--- src/dcsio_pkg.sv ---
// Constants shared by the command slice of the drive interpreter.
// Assumes one 25 MHz clock and a command parser that hands over decoded fields.
package dcsio_pkg;

   // ======================================================================
   // Clock and timing
   // ======================================================================
   localparam int CLK_PERIOD_NS    = 40;          // 25 MHz
   localparam int NV_WRITE_TIME_NS = 10000000;    // Non-volatile write time, 10 ms
   localparam int NV_WRITE_CYCLES  = (NV_WRITE_TIME_NS + CLK_PERIOD_NS - 1) / CLK_PERIOD_NS;

   // ======================================================================
   // Command opcodes on the decoded command port
   // ======================================================================
   localparam logic [1:0] OP_REG_OR   = 2'h0;     // Register OR
   localparam logic [1:0] OP_SAVE     = 2'h1;     // save_params_cmd
   localparam logic [1:0] OP_DIR      = 2'h2;     // io_direction_cmd, set form
   localparam logic [1:0] OP_DIR_QRY  = 2'h3;     // io_direction_cmd, query form

   // ======================================================================
   // Queue entry layout
   // ======================================================================
   localparam int ENT_OP_LSB  = 0;
   localparam int ENT_RA_LSB  = 2;
   localparam int ENT_RB_LSB  = 6;
   localparam int ENT_PT_LSB  = 10;
   localparam int ENT_LT_LSB  = 13;
   localparam int ENT_W       = 21;

   // ======================================================================
   // Register file
   // ======================================================================
   localparam int         REG_AW    = 4;
   localparam int         REG_DW    = 32;
   localparam logic [3:0] ACC_INDEX = 4'h0;      // User register zero

   // ======================================================================
   // Status word bit positions
   // ======================================================================
   localparam int ST_ENABLED  = 0;    // 0001
   localparam int ST_SAMPLING = 1;    // 0002
   localparam int ST_FAULT    = 2;    // 0004
   localparam int ST_IN_POS   = 3;    // 0008
   localparam int ST_MOVING   = 4;    // 0010
   localparam int ST_JOGGING  = 5;    // 0020
   localparam int ST_STOPPING = 6;    // 0040
   localparam int ST_SAVING   = 8;    // 0100
   localparam int ST_ALARM    = 9;    // 0200
   localparam int ST_HOMING   = 10;   // 0400
   localparam int ST_WAITING  = 11;   // 0800
   localparam int ST_TIMING   = 12;   // 1000
   localparam int ST_ENC_CHK  = 13;   // 2000
   localparam int ST_PROGRAM  = 14;   // 4000
   localparam int ST_INIT     = 15;   // 8000

   // ======================================================================
   // ASCII characters
   // ======================================================================
   localparam logic [7:0] CH_I    = 8'h49;
   localparam logic [7:0] CH_O    = 8'h4F;
   localparam logic [7:0] CH_ZERO = 8'h30;
   localparam logic [7:0] CH_ONE  = 8'h31;
   localparam logic [7:0] CH_A_10 = 8'h37;        // 'A' minus ten

   // ======================================================================
   // Direction configuration
   // ======================================================================
   localparam int         IO_POINTS   = 4;
   localparam logic [3:0] DIR_RST_VAL = 4'hF;     // All points inputs

endpackage

--- src/dcsio_regfile.sv ---
// Data register memory: one write port, one read port with registered data.
// Assumes the caller settles write collisions before the write port.
`timescale 1ns/1ns
module dcsio_regfile
   import dcsio_pkg::*;
#(
   parameter int AW = REG_AW,
   parameter int DW = REG_DW
) (
   // Clock
   input  wire logic          i_clk,
   // Write port
   input  wire logic          i_we,
   input  wire logic [AW-1:0] i_waddr,
   input  wire logic [DW-1:0] i_wdata,
   // Read port
   input  wire logic [AW-1:0] i_raddr,
   output logic      [DW-1:0] o_rdata
);

   // ======================================================================
   // Storage
   // ======================================================================
   logic [DW-1:0] mem_r [0:(1<<AW)-1];    // No reset: contents come from writes

   // Write, then registered read (old data on same-address collision)
   always_ff @(posedge i_clk) begin
      if (i_we) begin
         mem_r[i_waddr] <= i_wdata;
      end
      o_rdata <= mem_r[i_raddr];
   end

endmodule

--- src/dcsio_cmd_fifo.sv ---
// Buffered-command queue, first in first out.
// Assumes the writer honours o_ready; writes while full are dropped.
`timescale 1ns/1ns
module dcsio_cmd_fifo
   import dcsio_pkg::*;
#(
   parameter int W     = ENT_W,
   parameter int DEPTH = 8
) (
   // Clock and reset
   input  wire logic         i_clk,
   input  wire logic         i_rst,
   // Fill side
   input  wire logic         i_valid,
   output logic              o_ready,
   input  wire logic [W-1:0] i_data,
   // Drain side
   output logic              o_valid,
   input  wire logic         i_pop,
   output logic      [W-1:0] o_data
);

   // ======================================================================
   // Pointers and occupancy
   // ======================================================================
   localparam int PW = $clog2(DEPTH);
   logic [W-1:0]  buf_r [0:DEPTH-1];       // Entries
   logic [PW-1:0] wp_r;                     // Write pointer
   logic [PW-1:0] rp_r;                     // Read pointer
   logic [PW:0]   cnt_r;                    // Occupancy
   wire           push = i_valid && o_ready;
   wire           pop  = i_pop && o_valid;
   wire  [PW:0]   cnt_nxt = cnt_r + {{PW{1'b0}}, push} - {{PW{1'b0}}, pop};

   assign o_valid = (cnt_r != '0);
   assign o_data  = buf_r[rp_r];

   // Entry store
   always_ff @(posedge i_clk) begin
      if (push) begin
         buf_r[wp_r] <= i_data;
      end
   end

   // Pointers; ready is registered so the source sees a clean level
   always_ff @(posedge i_clk) begin
      if (i_rst) begin
         wp_r    <= '0;
         rp_r    <= '0;
         cnt_r   <= '0;
         o_ready <= 1'b1;
      end else begin
         wp_r    <= push ? PW'(wp_r + 1'b1) : wp_r;
         rp_r    <= pop  ? PW'(rp_r + 1'b1) : rp_r;
         cnt_r   <= cnt_nxt;
         o_ready <= (cnt_nxt != (PW+1)'(DEPTH));
      end
   end

endmodule

--- src/dcsio_top.sv ---
// Command slice of a drive text interpreter: register OR, parameter save,
// status query and I/O direction set/query.
// Assumes a parser upstream decodes ASCII into fields; status inputs come
// from drive logic on the same clock.
//
// Operation
// - OR two registers into register zero
// - Math result updates five condition flags
// - Save copies non-volatile parameters to storage
// - Status query answered at once, hex digits
// - Status word is OR of active bits
// - Bits enabled, fault and alarm reported
// - In-position bit valid on servo only
// - Bits moving, jogging and stopping reported
// - Bits saving, homing and program reported
// - One waiting bit for input or delay
// - Bits timing, encoder check, init reported
// - Direction command sets point 1-4 I/O
// - Direction command without parameters reports all
// - Query answers digit 1 input, 0 output
`timescale 1ns/1ns
module dcsio_top
   import dcsio_pkg::*;
#(
   parameter int          QDEPTH     = 8,
   parameter int          SAVE_TICKS = NV_WRITE_CYCLES,
   parameter bit          SERVO_TYPE = 1'b1,
   parameter logic [3:0]  DIR_RESET  = DIR_RST_VAL
) (
   // Clock and reset
   input  wire logic                 I_CLK,
   input  wire logic                 I_RST,
   // Decoded buffered command
   input  wire logic                 I_CMD_VALID,
   output logic                      O_CMD_READY,
   input  wire logic [1:0]           I_CMD_OP,
   input  wire logic [REG_AW-1:0]    I_CMD_REG_A,
   input  wire logic [REG_AW-1:0]    I_CMD_REG_B,
   input  wire logic [2:0]           I_CMD_POINT,
   input  wire logic [7:0]           I_CMD_LETTER,
   // Outside write into the data registers
   input  wire logic                 I_REG_WR,
   input  wire logic [REG_AW-1:0]    I_REG_ADDR,
   input  wire logic [REG_DW-1:0]    I_REG_DATA,
   // Immediate status query
   input  wire logic                 I_STATUS_REQ,
   output logic                      O_STATUS_VALID,
   output logic [31:0]               O_STATUS_HEX,
   output logic [15:0]               O_STATUS_WORD,
   // Drive conditions
   input  wire logic                 I_ENABLED,
   input  wire logic                 I_SAMPLING,
   input  wire logic                 I_FAULT,
   input  wire logic                 I_IN_POS,
   input  wire logic                 I_MOVING,
   input  wire logic                 I_JOGGING,
   input  wire logic                 I_STOPPING,
   input  wire logic                 I_ALARM,
   input  wire logic                 I_HOMING,
   input  wire logic                 I_WAIT_INPUT,
   input  wire logic                 I_WAIT_TIME,
   input  wire logic                 I_TIMING,
   input  wire logic                 I_ENC_CHECK,
   input  wire logic                 I_PROGRAM,
   input  wire logic                 I_INIT,
   // Math results
   output logic [REG_DW-1:0]         O_ACC,
   output logic [4:0]                O_CC_FLAGS,
   // Direction configuration and query answer
   output logic [IO_POINTS-1:0]      O_DIR_CFG,
   output logic                      O_DIR_VALID,
   output logic [8*IO_POINTS-1:0]    O_DIR_ASCII,
   // Non-volatile store
   input  wire logic [IO_POINTS-1:0] I_NV_DIR,
   output logic [IO_POINTS-1:0]      O_NV_DIR,
   output logic                      O_NV_BUSY
);

   // ======================================================================
   // Helpers
   // ======================================================================
   // Nibble to upper-case ASCII hex digit
   function automatic logic [7:0] hex_char(input logic [3:0] n);
      hex_char = (n < 4'hA) ? (CH_ZERO + {4'h0, n}) : (CH_A_10 + {4'h0, n});
   endfunction

   // Command execution states
   typedef enum logic [2:0] {S_IDLE, S_RDA, S_RDB, S_EXEC, S_SAVE} dcsio_state_e;
   localparam int SCW = $clog2(SAVE_TICKS + 1);

   dcsio_state_e          state_r;          // Executor state
   logic [ENT_W-1:0]      ent_r;            // Command being executed
   logic [REG_DW-1:0]     opa_r;            // First operand
   logic [SCW-1:0]        save_cnt_r;       // Write time remaining
   logic                  boot_r;           // Restore pending after reset
   logic [REG_DW-1:0]     rdata;
   logic [ENT_W-1:0]      q_data;
   logic                  q_valid;

   // ======================================================================
   // Command queue
   // ======================================================================
   wire [ENT_W-1:0] q_in = {I_CMD_LETTER, I_CMD_POINT, I_CMD_REG_B, I_CMD_REG_A, I_CMD_OP};
   wire             q_pop = (state_r == S_IDLE) && !boot_r;

   // Buffered commands run in arrival order
   dcsio_cmd_fifo #(.W(ENT_W), .DEPTH(QDEPTH)) u_fifo (
      .i_clk   (I_CLK),
      .i_rst   (I_RST),
      .i_valid (I_CMD_VALID),
      .o_ready (O_CMD_READY),
      .i_data  (q_in),
      .o_valid (q_valid),
      .i_pop   (q_pop),
      .o_data  (q_data)
   );

   // ======================================================================
   // Decode of the entry under execution, and of the opcode at the queue head
   // ======================================================================
   wire [REG_AW-1:0] e_ra  = ent_r[ENT_RB_LSB-1:ENT_RA_LSB];
   wire [REG_AW-1:0] e_rb  = ent_r[ENT_PT_LSB-1:ENT_RB_LSB];
   wire [1:0]        h_op  = q_data[ENT_RA_LSB-1:ENT_OP_LSB];

   // ======================================================================
   // Data registers and OR arithmetic
   // ======================================================================
   wire [REG_AW-1:0] raddr   = (state_r == S_RDA) ? e_ra : e_rb;
   wire [REG_DW-1:0] or_res  = opa_r | rdata;
   wire              acc_we  = (state_r == S_EXEC);
   wire              rf_we   = acc_we || I_REG_WR;
   wire [REG_AW-1:0] rf_wa   = acc_we ? ACC_INDEX : I_REG_ADDR;
   wire [REG_DW-1:0] rf_wd   = acc_we ? or_res : I_REG_DATA;
   // Flags T, F, N, P, Z from the result
   wire              f_z     = (or_res == '0);
   wire              f_n     = or_res[REG_DW-1];
   wire [4:0]        cc_nxt  = {!f_z, f_z, f_n, !f_n && !f_z, f_z};

   dcsio_regfile #(.AW(REG_AW), .DW(REG_DW)) u_regs (
      .i_clk   (I_CLK),
      .i_we    (rf_we),
      .i_waddr (rf_wa),
      .i_wdata (rf_wd),
      .i_raddr (raddr),
      .o_rdata (rdata)
   );

   // ======================================================================
   // Executor state machine
   // ======================================================================
   // One command at a time; a save holds the queue until storage is done
   always_ff @(posedge I_CLK) begin
      if (I_RST) begin
         state_r    <= S_IDLE;
         ent_r      <= '0;
         opa_r      <= '0;
         save_cnt_r <= '0;
      end else begin
         case (state_r)
            S_IDLE: begin
               if (q_valid && !boot_r) begin
                  ent_r <= q_data;
                  if (h_op == OP_REG_OR) begin
                     state_r <= S_RDA;
                  end else if (h_op == OP_SAVE) begin
                     state_r    <= S_SAVE;
                     save_cnt_r <= SCW'(SAVE_TICKS);
                  end else begin
                     state_r <= S_IDLE;                              // Direction ops
                  end
               end
            end
            S_RDA:   state_r <= S_RDB;
            S_RDB: begin
               opa_r   <= rdata;                                     // First operand
               state_r <= S_EXEC;
            end
            S_EXEC:  state_r <= S_IDLE;
            S_SAVE: begin
               save_cnt_r <= SCW'(save_cnt_r - 1'b1);
               if (save_cnt_r == SCW'(1)) begin
                  state_r <= S_IDLE;
               end
            end
            default: state_r <= S_IDLE;
         endcase
      end
   end

   // Accumulator mirror and condition flags
   always_ff @(posedge I_CLK) begin
      if (I_RST) begin
         O_ACC      <= '0;
         O_CC_FLAGS <= '0;
      end else if (acc_we) begin
         O_ACC      <= or_res;
         O_CC_FLAGS <= cc_nxt;
      end
   end

   // ======================================================================
   // Direction configuration and non-volatile copy
   // ======================================================================
   wire dir_set = (state_r == S_IDLE) && q_valid && !boot_r && (h_op == OP_DIR);
   wire dir_qry = (state_r == S_IDLE) && q_valid && !boot_r && (h_op == OP_DIR_QRY);
   wire save_go = (state_r == S_IDLE) && q_valid && !boot_r && (h_op == OP_SAVE);
   // Fields of the entry at the queue head, used for one-cycle direction ops
   wire [2:0] h_pt  = q_data[ENT_LT_LSB-1:ENT_PT_LSB];
   wire [7:0] h_lt  = q_data[ENT_W-1:ENT_LT_LSB];
   wire       h_ok  = (h_pt >= 3'h1) && (h_pt <= 3'(IO_POINTS)) && ((h_lt == CH_I) || (h_lt == CH_O));
   wire [1:0] h_ix  = 2'(h_pt - 3'h1);

   // Query answer: one digit per point, highest point first
   logic [8*IO_POINTS-1:0] dir_digits;
   genvar gi;
   generate
      for (gi = 0; gi < IO_POINTS; gi++) begin : g_dig
         assign dir_digits[8*gi +: 8] = O_DIR_CFG[gi] ? CH_ONE : CH_ZERO;
      end
   endgenerate

   // Boot restore, then set commands; bad point or letter is ignored
   always_ff @(posedge I_CLK) begin
      if (I_RST) begin
         boot_r    <= 1'b1;
         O_DIR_CFG <= DIR_RESET;
      end else if (boot_r) begin
         boot_r    <= 1'b0;
         O_DIR_CFG <= I_NV_DIR;
      end else if (dir_set && h_ok) begin
         O_DIR_CFG[h_ix] <= (h_lt == CH_I);
      end
   end

   // Query answer pulse; settings unchanged
   always_ff @(posedge I_CLK) begin
      if (I_RST) begin
         O_DIR_VALID <= 1'b0;
         O_DIR_ASCII <= '0;
      end else begin
         O_DIR_VALID <= dir_qry;
         O_DIR_ASCII <= dir_qry ? dir_digits : O_DIR_ASCII;
      end
   end

   // Snapshot of non-volatile parameters at the start of a save
   always_ff @(posedge I_CLK) begin
      if (I_RST) begin
         O_NV_DIR  <= DIR_RESET;
         O_NV_BUSY <= 1'b0;
      end else begin
         O_NV_DIR  <= save_go ? O_DIR_CFG : O_NV_DIR;
         O_NV_BUSY <= save_go || ((state_r == S_SAVE) && (save_cnt_r != SCW'(1)));
      end
   end

   // ======================================================================
   // Status word and immediate answer
   // ======================================================================
   logic [15:0] stat_w;
   always_comb begin
      stat_w              = 16'h0000;
      stat_w[ST_ENABLED]  = I_ENABLED;
      stat_w[ST_SAMPLING] = I_SAMPLING;
      stat_w[ST_FAULT]    = I_FAULT;
      stat_w[ST_IN_POS]   = I_IN_POS && SERVO_TYPE;
      stat_w[ST_MOVING]   = I_MOVING;
      stat_w[ST_JOGGING]  = I_JOGGING;
      stat_w[ST_STOPPING] = I_STOPPING;
      stat_w[ST_SAVING]   = O_NV_BUSY;
      stat_w[ST_ALARM]    = I_ALARM;
      stat_w[ST_HOMING]   = I_HOMING;
      stat_w[ST_WAITING]  = I_WAIT_INPUT || I_WAIT_TIME;
      stat_w[ST_TIMING]   = I_TIMING;
      stat_w[ST_ENC_CHK]  = I_ENC_CHECK;
      stat_w[ST_PROGRAM]  = I_PROGRAM;
      stat_w[ST_INIT]     = I_INIT;
   end

   // Four hex digits, most significant first in the top byte
   logic [31:0] stat_hex;
   generate
      for (gi = 0; gi < 4; gi++) begin : g_hex
         assign stat_hex[8*gi +: 8] = hex_char(stat_w[4*gi +: 4]);
      end
   endgenerate

   // Query bypasses the queue and answers next edge
   always_ff @(posedge I_CLK) begin
      if (I_RST) begin
         O_STATUS_VALID <= 1'b0;
         O_STATUS_HEX   <= '0;
         O_STATUS_WORD  <= '0;
      end else begin
         O_STATUS_VALID <= I_STATUS_REQ;
         O_STATUS_HEX   <= I_STATUS_REQ ? stat_hex : O_STATUS_HEX;
         O_STATUS_WORD  <= stat_w;
      end
   end
endmodule

--- config.mk ---
export PLATFORM = sky130hd
export DESIGN_NAME = dcsio_top
export DESIGN_NICKNAME = d
export VERILOG_FILES = /design/src/dcsio_pkg.sv /design/src/dcsio_regfile.sv /design/src/dcsio_cmd_fifo.sv /design/src/dcsio_top.sv
export SDC_FILE = /design/constraint.sdc
export NUM_CORES = 1
export LEC_CHECK = 0
export ABC_AREA = 1
export BUFFER_PORTS_ARGS = -buffer_cell sky130_fd_sc_hd__buf_2
export CORE_MARGIN = 2
export CORE_UTILIZATION = 50
export DETAILED_ROUTE_END_ITERATION = 8
export PLACE_DENSITY = 0.76
export SYNTH_ARGS = -nofsm -noshare
export SYNTH_HDL_FRONTEND = slang
export SYNTH_SLANG_ARGS = --single-unit
--- constraint.sdc ---
create_clock -name I_CLK -period 5.5 [get_ports I_CLK]
set_input_delay 1.1 -clock I_CLK [delete_from_list [all_inputs] [get_ports I_CLK]]
set_output_delay 1.1 -clock I_CLK [all_outputs]
set_load 0.03 [all_outputs]
Yosys cells after proc, flatten, opt, wreduce, memory -nomap -nowiden. Memories as Yosys holds them, arrays and structs flattened. A register that Yosys moved wholly into a read port is not among the register bits. Index checks and enable logic that the tools add are counted.

Register bits after elaboration: 203. Bits in writable memories: 680. Input bits: 81. Output and inout bits: 129. Logic and storage cells: 124. Memories: 2.

Memories: u_regs.mem_r (words 16, bits a word 32, rd ports 1, clocked after Yosys merged registers in 1, write ports 1, RTL line dcsio_regfile.sv:24) `logic [DW-1:0] mem_r [0:(1<<AW)-1];`; u_fifo.buf_r (words 8, bits a word 21, rd ports 1, clocked after Yosys merged registers in 1, write ports 1, RTL line dcsio_cmd_fifo.sv:27) `logic [W-1:0] buf_r [0:DEPTH-1];`.

Add/subtract/negate cells: 14. Order comparisons: 8. Eq/ne operators: 16. Multiplexer cells: 32. Bitwise operators: 1. Reduce and logical (&&, ||, !) cells: 31.

Operators by type and width (number): two-way mux 18 bit (3); adder 6 x 4 -> 7 bit, first input constant (6); case mux 18 bit (2 select lines) (1); zero test 32 bit (1); two-way mux 32 bit (1); bitwise OR 32 bit (1); two-way mux 7 bit (4); == test 18 x 1 -> 1 bit, second input constant (1); two-way mux 3 bit (6); inequality test 18 x 1 -> 1 bit, second input constant (1); subtractor 18 x 1 -> 18 bit, second input constant (1); == test 8 x 7 -> 1 bit, second input constant (2); two-way mux 4 bit (4); logical AND 1 bit (15); adder 6 x 3 -> 7 bit, first input constant (2); < comparator 4 bit, second input constant (3); case mux 3 bit (4 select lines) (1); two-way mux 1 bit (10); adder 3 x 1 -> 3 bit, second input constant (2); == test 3 x 2 -> 1 bit, second input constant (2); adder 4 x 1 -> 4 bit (1); bitwise mux 4 bit (1); == test 2 bit, second input constant (2); logical OR 1 bit (4); other kinds (21) (27).

Logic depth before layout (Yosys ltp). Gate-level depths: netlist of the first run.

Word-level depth: 8. Gate-level depth with buffers: 17.

Modules after synthesis. From an unflattened synthesis of the first run, not the netlist that was laid out.

Cell total of the unflattened synthesis: 3867. Area, all modules: 37340.8 µm².

By module, submodules not included: dcsio_regfile (times used 1, cells an instance 2120, area each 22730.6 µm², sequential area each 16015.4 µm²); dcsio_cmd_fifo (times used 1, cells an instance 764, area each 7681.1 µm², sequential area each 5325.1 µm²); dcsio_top (times used 1, cells an instance 983, area each 6929.1 µm², sequential area each 3062.9 µm²).

Worst setup path after synthesis of the first run. No wires, ideal clock.

Path type: in2reg. From: input port I_REG_ADDR[2]. To: memory u_regs.mem_r[4][0] in the netlist's numbering, enable pin. Arrival time: 3.612 ns. Slack: 1.427 ns. Stages on the path: 4. Path buffers: 0. Cell sequence: inv_1 -> nor2_1 -> nand2_1 -> nor3_1.

Word-level cells in the longest chain between the ends: 1.

RTL lines: from (decl) (RTL line dcsio_top.sv:43) `input wire logic [REG_AW-1:0] I_REG_ADDR,`; two-way mux 4 bit (RTL line dcsio_top.sv:132) `wire [REG_AW-1:0] rf_wa = acc_we ? ACC_INDEX : I_REG_ADDR;`; to (decl) (RTL line dcsio_regfile.sv:24).

No other way between the ends.

Worst setup path after layout of the first run.
From: register state_r[2]. To: register u_regs.o_rdata[24] (read register of u_regs.mem_r).

Word-level cells in the longest chain between the ends: 2.

RTL lines: from (decl) (RTL line dcsio_top.sv:91) `dcsio_state_e state_r;`; from (signal assigned) (RTL line dcsio_top.sv:154) `state_r <= S_IDLE;`; from (signal assigned) (RTL line dcsio_top.sv:164) `state_r <= S_RDA;`; from (signal assigned) (RTL line dcsio_top.sv:166) `state_r <= S_SAVE;`; == test 3 x 1 -> 1 bit (RTL line dcsio_top.sv:128) `wire [REG_AW-1:0] raddr = (state_r == S_RDA) ? e_ra : e_rb;`; two-way mux 4 bit (RTL line dcsio_top.sv:128); to (decl) (RTL line dcsio_regfile.sv:18) `output logic [DW-1:0] o_rdata`.

No other way between the ends. A chain may end at the register's enable or synchronous reset.

==> results by group, run 1 <==
Final layout
  • Final Cell Area: 38,700 µm²
  • Share of layout cells above drive strength 1: 13.9%
  • Area grow syn2layout: 12.2%
  • Commonest non-fill, non-tap cells in the layout: edfxtp_1, nor2_1, nand2_1
  • Most common cell after layout, fill and taps aside: edfxtp_1
  • Nets@finish: 3,169

Clock network
  • Post-CTS Setup Bufs: 0
  • CTS Hold Buffers Added: 0
  • CTS buffer count: 80
  • Clock sink count: 879
  • CTS HTree Levels: 3
  • Clk buf depth: 3
  • Clk_lat worst skew: 630 ps
  • CTS tree: done
  • Worst-path clk slew: 60 ps
  • CTS-repair resized insts: 0
  • CTS root buf: clkbuf_16

Setup path
  • WP data arrival: 4540 ps
  • Worst-path fanout max: 86
  • Crit Path Category: reg2reg
  • Setup crit end kind: flip-flop
  • CP Launch Type: flip-flop
  • CP Data Required Time: 5990 ps

Power and ir drop
  • Total power per unit cell area: 502 nW/µm²
  • Power after layout: 19.4 mW
  • VDD IR max: 317 µV
  • LEAKAGE: 14.1 nW

Synthesis
  • Post-Syn Area: 34,500 µm²
  • EDFF count, synth: 680
  • Yosys cell types: 44
  • Top FF cell, synth: edfxtp_1
  • Mapped Cells: 2,953
  • Synth Area per Inst: 11.7 µm²
  • Synthesis Warnings: 0
  • Seq cells post-synth: 879
  • Sequential fraction of the synthesis area: 70.7%
  • Async set-or-reset flop fraction in the synthesized netlist: 0%

Timing
  • RSZ-0062 raised after global routing: false
  • Worst Skew: 33.3 ps
  • Final setup fails: 0
  • Fin crit share: 73.5%
  • Pins Over Slew Limit: 0
  • Worst-Margin Slew: 1330 ps
  • Final setup TNS: 0 ps
  • Tmin final: 4040 ps
  • Final hold violations: 0
  • Peak Freq: 0.247 GHz
  • Relative slew margins: 11.2%
  • Final hold slack: 450 ps

Detailed routing
  • Final ANT Viol Nets: 0
  • Final WL: 83,600 µm
  • Detailed-route via count: 23,500
  • DRC violations left: 0
  • Initial DRC count: 2,791
  • Routed length per instance: 20.8 µm
  • Drt pass-1 iters: 5
  • Vias per Instance: 5.84

Global route
  • First-pass GRT wire length: 128,000 µm
  • GRT Util Overall: 23.3%
  • Largest net degree at the start of global routing: 114
  • Vias in the first global route: 22,500
  • Grt ovf: 0
  • Initial antenna violation count: 7

Floorplanning
  • Core Rows: 96
  • Core area: 68,500 µm²
  • Die W: 267 µm
  • Initial core utilization: 50.4%
  • I/O Pins: 210
  • Die height: 267 µm
  • Die area: 71,200 µm²

Run
  • Max-Cap Viols: 0

Outcome
  • Status: finished, final reports clean

Placement
  • GPL Wtd Cong: 0.863
  • Dpl hpwl: 46,800 µm
  • Placed instance area: 36,000 µm²
  • PortBufs: 182

Min path
  • Hold/Removal Path Class: reg2reg
## sequential cells by signal, indices dropped and copies added (netlist names), named ones only
name and count:
u_fifo.o_ready 1, opa_r 32, O_DIR_VALID 1, O_CC_FLAGS 4, O_NV_BUSY 1, u_fifo.cnt_r 4
ent_r 8, u_fifo.rp_r 3, O_NV_DIR 4, O_STATUS_HEX 25, save_cnt_r 18, O_DIR_CFG 4
u_regs.o_rdata 32, u_fifo.wp_r 3, O_STATUS_WORD 15, boot_r 1, O_DIR_ASCII 5, O_STATUS_VALID 1
O_ACC 31, u_fifo.buf_r 168, u_regs.mem_r 512, state_r 3
## metrics by stage
step | cells | setup WS, ps | utilization (%)
global route | 4021 | 1310 | 56.6
global placement | 3876 | 1770 | 52.5
detailed placement | 3876 | 1670 | 52.5
floorplan | 2979 | 1430 | -
finish | 4022 | 1460 | 56.6
CTS | 4020 | 1580 | 56.6
## layer usage
metal | GRT usage, % | up-vias | wire, µm
li1 | - | 10700 | -
met1 | 31.7 | 11300 | 33400
met2 | 37.9 | 1309 | 39700
met3 | 3.98 | 167 | 8350
met4 | 8.34 | 6 | 2170
met5 | 0 | - | 32
## Yosys cell counts, types with 6 or more instances
cell,instances,area (µm²)
o221ai_1,101,885
edfxtp_1,680,20400
inv_1,119,447
dfxtp_1,199,3980
o211ai_1,45,338
ha_1,11,138
a21oi_1,89,445
o21ai_0,328,1640
o21ai_1,49,245
nor3_1,18,90.1
nor2_2,6,37.5
nor2_1,489,1840
inv_2,16,60.1
buf_2,76,380
clkbuf_1,66,248
nand3_1,118,591
nand2_2,7,43.8
or2_2,26,163
nand4_1,18,113
buf_4,50,375
o22ai_1,44,275
buf_6,12,135
nand2_1,343,1290
## cells by family after synthesis
| kind of cell | share of synthesized area, % |
|---|---|
| xor gates and xnor gates | 0.152 |
| DFF | 70.7 |
| and+or+nand+nor | 12.4 |
| other | 0.0109 |
| adders and majority gates | 0.457 |
| AOI/OAI and AO/OA | 11.4 |
| buffers and inverters | 4.87 |
## cell type report
| class | instances | area, µm² |
|---|---|---|
| Fill cell | 5397 | 29700 |
| Sequential cell | 879 | 24400 |
| Multi-Input combinational cell | 1753 | 8700 |
| Clock buffer | 111 | 2280 |
| Timing Repair Buffer | 224 | 1240 |
| Tap cell | 882 | 1100 |
| Inverter | 138 | 526 |
| Clock inverter | 33 | 480 |
| Antenna cell | 2 | 5.00 |
## worst max-delay path, cell delays in order (launching register included)
cell	delay [ps]
dfxtp_1	370
inv_2	120
nand3_4	160
o21ai_4	980
clkinv_2	930
buf_4	670
o21ai_0	230
o221ai_1	150
o211ai_1	160
nand2_1	90
## path summary, 6_finish.rpt
check | to | start | depth (start not counted) | slack [ps]
min reg2reg | O_NV_DIR[1]$_SDFFE_PP1P_ | O_NV_DIR[1]$_SDFFE_PP1P_ | 2 | 450
max reg2reg | u_regs.o_rdata[24]$_DFF_P_ | state_r[2]$_SDFFE_PP0P_ | 9 | 1460
min | O_NV_DIR[1]$_SDFFE_PP1P_ | O_NV_DIR[1]$_SDFFE_PP1P_ | 2 | 450
max | u_regs.o_rdata[24]$_DFF_P_ | state_r[2]$_SDFFE_PP0P_ | 9 | 1460
## report_power, final
group,internal [mW],total [mW],leakage (nW),switching [mW]
logic,1.65,5.57,4.96,3.92
registers,7.73,8.04,7.79,0.308
clock network,3.47,5.82,1.35,2.36
No activity file was read; power rests on OpenSTA's default activity.
==> run 2: changes to the inputs <==
Clock period 5.5 ns to 4.2 ns, I/O delays scaled along.
==> run 2 against run 1 <==
Net effect: combinational power increased by 33%; non-clock buffer count increased by 7; hold slack got worse by 4.0 ps; count of clock-buffer cells in the layout decreased by 5; sequential power increased by 32%; total power increased by 31%; maximum frequency increased by 23%; critical endpoint is now u_regs.o_rdata[4]$_DFF_P_; largest power group unchanged.
==> results by group, run 2 (synthesis gave the netlist of run 1 again) <==
Outcome
  • Status: finished, final reports clean

Placement
  • Dpl hpwl: 47,100 µm
  • GPL Wtd Cong: 0.821
  • DP Cell Count: 3,883
  • Place WS: 967 ps
  • Placed instance area: 36,100 µm²
  • PortBufs: 182

Timing
  • Final setup fails: 0
  • Worst Skew: 20.6 ps
  • RSZ-0062 raised after global routing: false
  • Final hold slack: 446 ps
  • Worst Setup Slack, final: 908 ps
  • Tmin final: 3290 ps
  • Final hold violations: 0
  • Relative slew margins: 17.5%
  • Fin crit share: 78.4%
  • Pins Over Slew Limit: 0
  • Final setup TNS: 0 ps
  • Peak Freq: 0.304 GHz
  • Worst-Margin Slew: 1230 ps

Global route
  • Met3 usage: 3.75%
  • First-pass GRT wire length: 127,000 µm
  • Vias in the first global route: 22,500
  • Initial antenna violation count: 6
  • GRT busiest layer: met2
  • Largest net degree at the start of global routing: 107
  • Grt ovf: 0
  • Met2 Use GR: 38.2%
  • GRT Util Overall: 23.2%
  • Met1 Use GR: 31.1%

Final layout
  • Area grow syn2layout: 12.4%
  • Nets@finish: 3,178
  • Final Instance Count excl. Fillers: 4,037
  • Commonest non-fill, non-tap cells in the layout: edfxtp_1, nor2_1, nand2_1
  • Top reg by flops: u_regs.mem_r
  • Final Cell Area: 38,800 µm²
  • Footprint of the multi-input gates: 8700 µm²
  • Most common cell after layout, fill and taps aside: edfxtp_1
  • Max reg flops: 512
  • Share of layout cells above drive strength 1: 14.4%
  • Top flop regs: u_regs.mem_r x512, u_fifo.buf_r x168
  • # fillers: 5,371
  • Register area: 24,400 µm²

Clock network
  • Clk buf depth: 3
  • CTS-repair resized insts: 0
  • CTS root buf: clkbuf_16
  • CTS Hold Buffers Added: 0
  • CTS tree: done
  • Worst-path clk slew: 60 ps
  • Clk_lat worst skew: 630 ps
  • CTS buffer count: 82
  • Post-CTS Setup Bufs: 0
  • Clock sink count: 879
  • CTS HTree Levels: 3

Min path
  • Hold/Removal Path Class: in2reg

Setup path
  • Worst-path fanout max: 47
  • WP data arrival: 3800 ps
  • CP Launch Type: flip-flop
  • Setup crit end kind: flip-flop
  • CP Data Required Time: 4710 ps
  • R2r setup slk: 910 ps
  • Crit Path Category: reg2reg

Run
  • Max-Cap Viols: 0

Floorplanning
  • Die height: 267 µm
  • Core area: 68,500 µm²
  • Core Rows: 96
  • Die area: 71,200 µm²
  • I/O Pins: 210
  • Die W: 267 µm
  • Initial core utilization: 50.4%

Detailed routing
  • Final WL: 84,200 µm
  • Drt pass-1 iters: 8
  • DRC violations left: 0
  • Detailed-route via count: 23,500
  • Initial DRC count: 2,457
  • Vias per Instance: 5.83
  • Final ANT Viol Nets: 0
  • Routed length per instance: 20.9 µm

Power and ir drop
  • VDD IR max: 334 µV
  • LEAKAGE: 14.1 nW
  • Total power per unit cell area: 655 nW/µm²
run 2: path summary, 6_finish.rpt:
path / startpoint / end / depth (start not counted)
worst max-delay path: state_r[2]$_SDFFE_PP0P_ / u_regs.o_rdata[4]$_DFF_P_ / 9
worst min-delay path: I_MOVING / O_STATUS_WORD[4]$_SDFF_PP0_ / 3
worst max register to register: state_r[2]$_SDFFE_PP0P_ / u_regs.o_rdata[4]$_DFF_P_ / 9
worst min register to register: O_NV_DIR[0]$_SDFFE_PP1P_ / O_NV_DIR[0]$_SDFFE_PP1P_ / 2
run 2: layer usage:
metal	wire, µm	vias to the layer above
met3	7990	168
met1	33300	11400
met2	40400	1217
li1	-	10700
met4	2500	4
met5	25	-
run 2: final cells by class:
cell class                      count  share of cell area (%)
Clock buffer                      106                    5.87
Sequential cell                   879                    62.9
Inverter                          138                    1.35
Timing Repair Buffer              231                    3.46
Antenna cell                        3                  0.0194
Multi-Input combinational cell   1753                    22.4
Clock inverter                     45                    1.09
Tap cell                          882                    2.84
run 2: through the flow:
stage               utilization [%]  total power [mW]
floorplan                         -              16.1
global placement               52.7              17.8
detailed placement             52.7              18.0
CTS                            56.6              25.4
global route                   56.7              26.6
finish                         56.7              25.4
run 2: power by group:
part / leakage [nW] / switching (mW) / total (mW) / internal, mW
Sequential: 7.79 / 0.449 / 10.6 / 10.1
Clock: 1.34 / 3.19 / 7.42 / 4.23
Combinational: 5.01 / 5.21 / 7.42 / 2.20
Total: 14.1 / 8.85 / 25.4 / 16.6
run 2: critical path, cell delays in order, from the launching register on:
cell and delay [ps]:
dfxtp_1 360, inv_2 110, nand3_4 170, o21ai_4 560
clkinv_2 800, buf_4 530, o21ai_0 130, o22ai_1 80
o211ai_1 300, nand2_1 80
